[src/design/spfe_pkg.sv]
package spfe_pkg;

   // ----------------------------------------
   // Timing
   // ----------------------------------------
   localparam int CLK_HZ = 10_000_000;
   localparam int LOOP_MS = 50;
   localparam int LOOP_CYCLES = LOOP_MS * (CLK_HZ / 1000);
   localparam int SOH_LOOPS = 10;

   // ----------------------------------------
   // Message headers (byte 1 is the source)
   // ----------------------------------------
   localparam logic [31:0] PW_REQ_HDR = 32'h4992_1001;
   localparam logic [31:0] PW_RPT_HDR = 32'h2893_0001;
   localparam logic [31:0] ST_RPT_HDR = 32'h2893_1002;
   localparam logic [31:0] ST_ACK_HDR = 32'h4992_0042;
   localparam logic [7:0] PF_SRC_DEFAULT = 8'h20;

   // ----------------------------------------
   // Status byte layout
   // ----------------------------------------
   localparam int ST_FUEL_CONT = 0;
   localparam int ST_DIS_TIMEOUT = 1;
   localparam int ST_DIS_IGN_OFF = 2;
   localparam int ST_AUTO_LEARN = 3;
   localparam int ST_FAIL_ENABLE = 4;
   localparam int ST_LEARN_EN = 5;
   localparam logic [7:0] ST_RESET = 8'h00;
   localparam logic [15:0] PW_RESET = 16'h0000;

   // ----------------------------------------
   // Types
   // ----------------------------------------
   typedef enum logic [1:0] {
      MODE_OFF = 2'b00,
      MODE_ACC = 2'b01,
      MODE_RUN = 2'b10,
      MODE_CRANK = 2'b11
   } spfe_mode_e;

   typedef enum logic [1:0] {
      SEC_UNMATCHED = 2'b00,
      SEC_MATCHED = 2'b01,
      SEC_FAIL_EN = 2'b10
   } spfe_sec_e;

   // Even top nibble, then bits 27:16 and byte 0; bits 31:29 and the source byte are ignored
   function automatic logic spfe_hdr_match(input logic [31:0] hdr, input logic [31:0] pat);
      spfe_hdr_match = !hdr[28] && (hdr[27:16] == pat[27:16]) && (hdr[7:0] == pat[7:0]);
   endfunction : spfe_hdr_match

endpackage : spfe_pkg

[src/design/spfe_link_if.sv]
`timescale 1ns/1ps
interface spfe_link_if (
   input wire logic clk
);
   // Platform to powertrain
   logic pf_valid;
   logic [31:0] pf_hdr;
   logic [15:0] pf_data;
   // Powertrain to platform
   logic pt_valid;
   logic [31:0] pt_hdr;
   logic [15:0] pt_data;

   modport pt_end (
      input pf_valid, pf_hdr, pf_data,
      output pt_valid, pt_hdr, pt_data
   );
   modport pf_end (
      input pt_valid, pt_hdr, pt_data,
      output pf_valid, pf_hdr, pf_data
   );
endinterface : spfe_link_if

[src/design/spfe_pt_end.sv]
// What this block and spfe_pf_end do
// Platform sends password every 50 ms until fuel-continue
// Accept only headers with even top nibble
// Compare received password with learned password
// Password is plain 16-bit unsigned value
// Send status when it changes, enabled modes
// Send status after every accepted password
// Password health failure while running: fail-enable
// Status is one byte, bits 7-6 reserved
// Bit 0 set when correct password enables fuel
// Bits 5,4,3: learning, fail-enable, auto-learn timer
// Bits 2,1: disabled until ign off, timeout
// Acknowledge stops status retries
// Act on acknowledge only in Run, Crank
// Powertrain may request password; platform answers
// Status evaluated on 50 ms loop
// Platform flags lost status with a telltale
// Platform stays awake whenever powertrain is (no wake or sleep logic is modelled in either end)
// Until valid password, treat as unmatched
`timescale 1ns/1ps
module spfe_pt_end #(
   parameter int LOOP_CYC = spfe_pkg::LOOP_CYCLES,
   parameter int SOH_LOOPS = spfe_pkg::SOH_LOOPS
) (
   // Clock and reset
   input wire logic clk,
   input wire logic rst_n,
   // Link
   spfe_link_if.pt_end lk,
   // Vehicle state
   input wire logic [1:0] power_mode,
   input wire logic engine_running,
   // Learned password and security inputs
   input wire logic [15:0] learned_pw,
   input wire logic learn_enable,
   input wire logic auto_learn_active,
   input wire logic fuel_dis_ign_off,
   input wire logic fuel_dis_timeout,
   // Results
   output logic fuel_enable,
   output logic [7:0] status_byte,
   output logic soh_fail
);

   // ----------------------------------------
   // Parameter checks
   // ----------------------------------------
   if (LOOP_CYC < 4) begin : g_bad_loop
      $error("LOOP_CYC too small");
   end
   if (SOH_LOOPS < 1 || SOH_LOOPS > 255) begin : g_bad_soh
      $error("SOH_LOOPS out of range");
   end

   localparam int CW = $clog2(LOOP_CYC);

   // ----------------------------------------
   // Application loop tick
   // ----------------------------------------
   logic [CW-1:0] loop_cnt_ff;
   logic [CW-1:0] nxt_loop_cnt;
   logic tick;
   logic tick_d_ff;

   assign tick = (loop_cnt_ff == CW'(LOOP_CYC - 1));
   assign nxt_loop_cnt = tick ? '0 : loop_cnt_ff + 1'b1;

   always_ff @(posedge clk) begin
      if (!rst_n) begin
         loop_cnt_ff <= '0;
         tick_d_ff <= 1'b0;
      end else begin
         loop_cnt_ff <= nxt_loop_cnt;
         tick_d_ff <= tick;
      end
   end

   // ----------------------------------------
   // Mode and receive decode
   // ----------------------------------------
   wire mode_en = (power_mode != spfe_pkg::MODE_OFF);
   wire ack_mode = (power_mode == spfe_pkg::MODE_RUN) || (power_mode == spfe_pkg::MODE_CRANK);
   wire is_pw = spfe_pkg::spfe_hdr_match(lk.pf_hdr, spfe_pkg::PW_RPT_HDR);
   wire is_ack = spfe_pkg::spfe_hdr_match(lk.pf_hdr, spfe_pkg::ST_ACK_HDR);
   wire rx_pw = lk.pf_valid && is_pw && mode_en;
   wire rx_ack = lk.pf_valid && is_ack && ack_mode;
   // Unsigned 16-bit equality, no scaling
   wire pw_ok = (lk.pf_data == learned_pw);

   // ----------------------------------------
   // Password health: loops without a password
   // ----------------------------------------
   logic [7:0] miss_cnt_ff;
   logic [7:0] nxt_miss_cnt;
   wire soh_hit = (miss_cnt_ff >= 8'(SOH_LOOPS));

   assign nxt_miss_cnt = (rx_pw || !mode_en) ? 8'h00 :
                         (tick && !soh_hit) ? miss_cnt_ff + 8'h01 : miss_cnt_ff;

   always_ff @(posedge clk) begin
      if (!rst_n) begin
         miss_cnt_ff <= 8'h00;
      end else begin
         miss_cnt_ff <= nxt_miss_cnt;
      end
   end

   // ----------------------------------------
   // Security state
   // ----------------------------------------
   spfe_pkg::spfe_sec_e sec_ff;
   spfe_pkg::spfe_sec_e nxt_sec;

   always_comb begin
      nxt_sec = sec_ff;
      case (sec_ff)
         spfe_pkg::SEC_UNMATCHED: begin
            if (soh_hit && engine_running) begin
               nxt_sec = spfe_pkg::SEC_FAIL_EN;
            end else if (rx_pw && pw_ok) begin
               nxt_sec = spfe_pkg::SEC_MATCHED;
            end
         end
         spfe_pkg::SEC_MATCHED: begin
            if (!mode_en) begin
               nxt_sec = spfe_pkg::SEC_UNMATCHED;
            end else if (soh_hit && engine_running) begin
               nxt_sec = spfe_pkg::SEC_FAIL_EN;
            end else if (rx_pw && !pw_ok) begin
               nxt_sec = spfe_pkg::SEC_UNMATCHED;
            end
         end
         spfe_pkg::SEC_FAIL_EN: begin
            // Password outcome ignored while the engine keeps running
            if (!mode_en || !engine_running) begin
               nxt_sec = spfe_pkg::SEC_UNMATCHED;
            end
         end
         default: begin
            nxt_sec = spfe_pkg::SEC_UNMATCHED;
         end
      endcase
   end

   always_ff @(posedge clk) begin
      if (!rst_n) begin
         sec_ff <= spfe_pkg::SEC_UNMATCHED;
      end else begin
         sec_ff <= nxt_sec;
      end
   end

   // ----------------------------------------
   // Status byte, refreshed each loop
   // ----------------------------------------
   logic [7:0] st_ff;
   logic [7:0] nxt_st;
   wire fuel_cont = (sec_ff == spfe_pkg::SEC_MATCHED) || (sec_ff == spfe_pkg::SEC_FAIL_EN);

   always_comb begin
      nxt_st = 8'h00;
      nxt_st[spfe_pkg::ST_FUEL_CONT] = fuel_cont;
      nxt_st[spfe_pkg::ST_DIS_TIMEOUT] = fuel_dis_timeout;
      nxt_st[spfe_pkg::ST_DIS_IGN_OFF] = fuel_dis_ign_off;
      nxt_st[spfe_pkg::ST_AUTO_LEARN] = auto_learn_active;
      nxt_st[spfe_pkg::ST_FAIL_ENABLE] = (sec_ff == spfe_pkg::SEC_FAIL_EN);
      nxt_st[spfe_pkg::ST_LEARN_EN] = learn_enable;
   end

   wire st_change = (nxt_st != st_ff);

   // ----------------------------------------
   // Transmit scheduling
   // ----------------------------------------
   logic resp_pend_ff;
   logic ack_wait_ff;
   logic req_pend_ff;
   logic mode_en_d_ff;
   wire send_st = tick && mode_en && (st_change || resp_pend_ff || ack_wait_ff);
   // Request goes one cycle after the loop tick so it never collides with status
   wire send_req = tick_d_ff && mode_en && req_pend_ff;
   wire mode_rise = mode_en && !mode_en_d_ff;

   always_ff @(posedge clk) begin
      if (!rst_n) begin
         st_ff <= spfe_pkg::ST_RESET;
         resp_pend_ff <= 1'b0;
         ack_wait_ff <= 1'b0;
         req_pend_ff <= 1'b0;
         mode_en_d_ff <= 1'b0;
      end else begin
         if (tick) begin
            st_ff <= nxt_st;
         end
         // Set wins over clear in each pending flag
         resp_pend_ff <= rx_pw || (resp_pend_ff && !send_st && mode_en);
         ack_wait_ff <= send_st || (ack_wait_ff && !rx_ack && mode_en);
         req_pend_ff <= mode_rise || (req_pend_ff && !send_req && mode_en);
         mode_en_d_ff <= mode_en;
      end
   end

   // ----------------------------------------
   // Link output registers
   // ----------------------------------------
   logic tx_valid_ff;
   logic [31:0] tx_hdr_ff;
   logic [15:0] tx_data_ff;

   always_ff @(posedge clk) begin
      if (!rst_n) begin
         tx_valid_ff <= 1'b0;
         tx_hdr_ff <= 32'h0000_0000;
         tx_data_ff <= 16'h0000;
      end else begin
         tx_valid_ff <= send_st || send_req;
         if (send_st) begin
            tx_hdr_ff <= spfe_pkg::ST_RPT_HDR;
            tx_data_ff <= {8'h00, nxt_st};
         end else if (send_req) begin
            tx_hdr_ff <= spfe_pkg::PW_REQ_HDR;
            tx_data_ff <= 16'h0000;
         end
      end
   end

   assign lk.pt_valid = tx_valid_ff;
   assign lk.pt_hdr = tx_hdr_ff;
   assign lk.pt_data = tx_data_ff;

   // ----------------------------------------
   // User outputs
   // ----------------------------------------
   logic fuel_en_ff;

   always_ff @(posedge clk) begin
      if (!rst_n) begin
         fuel_en_ff <= 1'b0;
      end else begin
         fuel_en_ff <= fuel_cont;
      end
   end

   assign fuel_enable = fuel_en_ff;
   assign status_byte = st_ff;
   assign soh_fail = soh_hit;

endmodule : spfe_pt_end

[src/flat_wrapper.sv]
// flat-port wrapper written by rule: the top's interface ports become plain ports
module spfe_pt_end_flat 
#(
   parameter int LOOP_CYC = spfe_pkg::LOOP_CYCLES,
   parameter int SOH_LOOPS = spfe_pkg::SOH_LOOPS
)
  (clk, rst_n, power_mode, engine_running, learned_pw, learn_enable, auto_learn_active, fuel_dis_ign_off, fuel_dis_timeout, fuel_enable, status_byte, soh_fail, lk_pf_valid, lk_pf_hdr, lk_pf_data, lk_pt_valid, lk_pt_hdr, lk_pt_data);
  spfe_link_if lk_i (.clk(clk));
  input wire logic clk;
  input wire logic rst_n;
  input wire logic [1:0] power_mode;
  input wire logic engine_running;
  input wire logic [15:0] learned_pw;
  input wire logic learn_enable;
  input wire logic auto_learn_active;
  input wire logic fuel_dis_ign_off;
  input wire logic fuel_dis_timeout;
  output logic fuel_enable;
  output logic [7:0] status_byte;
  output logic soh_fail;
  input wire logic [$bits(lk_i.pf_valid)-1:0] lk_pf_valid;
  input wire logic [$bits(lk_i.pf_hdr)-1:0] lk_pf_hdr;
  input wire logic [$bits(lk_i.pf_data)-1:0] lk_pf_data;
  output wire logic [$bits(lk_i.pt_valid)-1:0] lk_pt_valid;
  output wire logic [$bits(lk_i.pt_hdr)-1:0] lk_pt_hdr;
  output wire logic [$bits(lk_i.pt_data)-1:0] lk_pt_data;
  assign lk_i.pf_valid = lk_pf_valid;
  assign lk_i.pf_hdr = lk_pf_hdr;
  assign lk_i.pf_data = lk_pf_data;
  assign lk_pt_valid = lk_i.pt_valid;
  assign lk_pt_hdr = lk_i.pt_hdr;
  assign lk_pt_data = lk_i.pt_data;
  spfe_pt_end #(.LOOP_CYC(LOOP_CYC), .SOH_LOOPS(SOH_LOOPS)) u_core (.clk(clk), .rst_n(rst_n), .lk(lk_i), .power_mode(power_mode), .engine_running(engine_running), .learned_pw(learned_pw), .learn_enable(learn_enable), .auto_learn_active(auto_learn_active), .fuel_dis_ign_off(fuel_dis_ign_off), .fuel_dis_timeout(fuel_dis_timeout), .fuel_enable(fuel_enable), .status_byte(status_byte), .soh_fail(soh_fail));
endmodule
[config.mk]
export PLATFORM = sky130hd
export DESIGN_NAME = spfe_pt_end_flat
export DESIGN_NICKNAME = d
export VERILOG_FILES = /design/src/design/spfe_pkg.sv /design/src/design/spfe_link_if.sv /design/src/design/spfe_pt_end.sv /design/src/flat_wrapper.sv
export SDC_FILE = /design/constraint.sdc
export NUM_CORES = 1
export LEC_CHECK = 0
export BUFFER_PORTS_ARGS = -buffer_cell sky130_fd_sc_hd__buf_2
export CORE_MARGIN = 1
export CORE_UTILIZATION = 47
export DETAILED_ROUTE_END_ITERATION = 10
export PLACE_DENSITY = 0.82
export SKIP_LAST_GASP = 1
export SYNTH_ARGS = -nofsm -noshare
export SYNTH_HDL_FRONTEND = slang
export SYNTH_SLANG_ARGS = --single-unit
export TNS_END_PERCENT = 30
[constraint.sdc]
create_clock -name clk -period 3.02 [get_ports clk]
set_clock_uncertainty 0.15 [all_clocks]
set_input_delay 0.151 -clock clk [delete_from_list [all_inputs] [get_ports clk]]
set_output_delay 0.151 -clock clk [all_outputs]
set_load 0.05 [all_outputs]
==> Flow_metrics.wiki <==
{| class="wikitable"
! Metric !! Value
|-
| CTS Hold Bufs || 4
|-
| Final-report max-slew violation count || 0
|-
| Net Sw Power || 368.4 µW
|-
| Starting density of the core || 49.58%
|-
| Clock Power Share || 29.8%
|-
| DRT Wirelength || 5.833 mm
|-
| Layout cells sized above 1 || 25.75%
|-
| Worst IR Drop VDD || 0.0003510 V
|-
| DR DRC count || 0
|-
| Number of violations of the max-capacitance limit || 0
|-
| Root cell of the clock tree || clkbuf_8
|-
| Number of placement rows || 27
|-
| Post-Synthesis Cells || 314
|-
| Routed WL per cell || 12.36 µm
|-
| Post-synthesis average cell area || 8.854 µm²
|-
| Reg2Reg Setup Slack || 0.64 ns
|-
| Maximum fanout along the worst path || 16
|-
| Count of yosys warnings during synthesis || 0
|-
| Setup repair after global routing missed its margin || no
|-
| Most common cell after layout, fill and taps aside || buf_2
|-
| Number of CTS-inserted buffers || 5
|-
| Part of the total power dissipated in sequential elements || 53.8%
|-
| Crit path DAT || 2.43 ns
|-
| Sink count of the clock tree || 51
|-
| Largest net degree at the start of global routing || 26
|-
| Wire length on met1 || 2.391 mm
|-
| Clock transition at the registers of the reported paths || 0.09 ns
|-
| Sequential fraction of the synthesis area || 36.72%
|-
| Number of global-route vias before repair || 2171
|-
| Die extent in x || 78.91 µm
|-
| Type of the most critical hold path || in2reg
|-
| Clock tree from TritonCTS || yes
|-
| Routed length on met2 || 2.878 mm
|-
| Relative slew slack || 55.10%
|-
| Int Pwr || 905.1 µW
|-
| Number of endpoints with negative hold slack in the final report || 0
|-
| Total Die Area || 0.006227 mm²
|-
| Type of destination of the critical path || flip-flop
|-
| Worst path required time || 3.07 ns
|-
| DIE HEIGHT || 78.91 µm
|-
| Gp weighted congestion || 0.8238
|-
| Classification of the worst setup path || reg2reg
|-
| Most frequent cells in the layout || buf_2, dfxtp_1, conb_1, xor2_1, nor2_1
|-
| Level count of the clock H-tree || 2
|-
| Summed negative setup slack over all endpoints || 0 ns
|-
| Unique masters post-synth || 45
|-
| Final worst path period share || 78.94%
|-
| Number of endpoints failing setup at the final stage || 0
|-
| Number of diodes || 0
|-
| Routed vias || 2308
|-
| Share of the core filled with cells in the final layout || 57.50%
|-
| Shortest clock period the worst path allows after layout || 2.384 ns
|-
| Buffer depth of the longest clock path || 2
|-
| Total chip power || 1273 µW
|-
| Ports || 133
|-
| Congestion Overflow GR || 0
|-
| Transition time of the tightest slew-check pin || 0.6674 ns
|-
| Sw frac || 28.93%
|-
| Floorplan Core Area || 0.005608 mm²
|-
| Type of origin of the critical path || flip-flop
|-
| Number of setup buffers added after CTS || 0
|-
| Total global-route track usage || 18.81%
|-
| Number of antenna violations at the first check in global routing || 0
|-
| Initial detailed-routing violation count || 57
|-
| Top achievable clock speed || 419.5 MHz
|-
| Clock insertion delay at the later pin of the skew report || 0.31 ns
|-
| Flip-flop cell with the highest count after synthesis || dfxtp_1
|-
| Number of nets with antenna violations after detailed routing || 0
|-
| Detail-routed via count per cell || 4.890
|-
| Final #Nets || 479
|-
| Number of buffers added on ports || 88
|-
| Resize count post-CTS || 0
|-
| Met3 routed WL || 429 µm
|-
| Leakage power || 0.001507 µW
|-
| TritonRoute pass-1 iters || 4
|-
| Global-route wire length before repair || 9.094 mm
|-
| Relative area change from synthesis to final layout || 15.98%
|-
| Summed instance area of the synthesized netlist || 0.002780 mm²
|-
| Synth async-reset ratio || 0%
|-
| Power per cell area || 395.0 mW/mm²
|-
| #FFs+latches synth || 51
|-
| Outcome || completed
|-
| EDFF count, synth || 0
|-
| Highest metal layer with signal wires || met4
|-
| Logic gate share of total power || 16.4%
|-
| Sum of net half-perimeters after detailed placement || 4.457 mm
|}
synthesized netlist by cell type (7+ instances only):
cell / count / area (µm²)
nor4_1: 9 / 56.30
nor2b_1: 7 / 43.79
buf_4: 41 / 307.8
dfxtp_1: 51 / 1021
nand3_1: 13 / 65.06
a21oi_1: 7 / 35.03
nor2_1: 27 / 101.4
xor2_1: 31 / 271.5
xnor2_1: 8 / 70.07
and3_1: 12 / 75.07
nand2_1: 26 / 97.59
mux2i_1: 8 / 80.08
power groups by stage:
stage	Sequential (µW)	Combinational [µW]	Clock (µW)
floorplan	702	176	0
global placement	700	201	0
detailed placement	700	204	0
CTS	685	209	389
global route	686	223	413
finish	685	209	379
critical path: stages, from the launching register on:
cell and delay [ns]:
dfxtp_1 0.38, or4_1 0.53, nor4_2 0.33, nand3_2 0.15, nor3_4 0.48, nand3b_1 0.18, a21boi_1 0.07
metrics by stage:
stage / worst slack, ns / hold slack [ns] / area (µm²) / instances
3_5_place_dp: 0.6423 / 0.2445 / 3103 / 460
3_3_place_gp: 0.6666 / 0.2458 / 3103 / 460
6_report: 0.6361 / 0.008412 / 3224 / 472
4_1_cts: 0.6294 / 0.003916 / 3224 / 472
5_1_grt: 0.4400 / 0.01648 / 3224 / 472
2_1_floorplan: 0.8882 / 0.1402 / 2900 / 346
flip-flops by register name, summed over array words and instances (netlist names):
signal / count
u_core.mode_en_d_ff: 1
u_core.tick_d_ff: 1
u_core.lk.pt_data: 6
u_core.loop_cnt_ff: 19
u_core.status_byte: 6
u_core.lk.pt_valid: 1
u_core.ack_wait_ff: 1
u_core.resp_pend_ff: 1
u_core.req_pend_ff: 1
u_core.sec_ff: 2
u_core.lk.pt_hdr: 3
u_core.miss_cnt_ff: 8
u_core.fuel_enable: 1
final cells by class:
cell class	instances	area (µm²)
sequential	51	1021
tap	72	90.09
timing repair buffer	94	495.5
inverter	4	15.01
clock buffer	7	76.32
fill	505	2384
clock inverter	1	5.005
multi-input combinational	243	1521
kinds of logic after synthesis:
kind of cell               after synthesis  synth area share (%)
buffers and inverters                   52                 12.87
DFF                                     51                 36.72
xor gates and xnor gates                39                 12.29
muxes                                    8                 2.880
and+or+nand+nor                        132                 26.46
AOI/OAI and AO/OA                       25                 5.941
adders and majority gates                6                 2.700
other                                    1                0.1349
metal layers:
| metal | vias up | GRT usage [%] |
|---|---|---|
| met3 | 11 | 4.483 |
| met1 | 1047 | 18.88 |
| met5 | - | 0 |
| met4 | 0 | 9.273 |
| met2 | 87 | 35.91 |
| li1 | 1163 | - |
final timing paths:
kind,start,end,depth (start not counted)
hold reg to reg,u_core.mode_en_d_ff,u_core.req_pend_ff,1
hold / removal,engine_running,u_core.sec_ff[1],3
setup reg to reg,u_core.loop_cnt_ff[9],u_core.lk.pt_data[5],6
setup / recovery,u_core.loop_cnt_ff[9],u_core.lk.pt_data[5],6
Power figures use the tool's default switching activity.
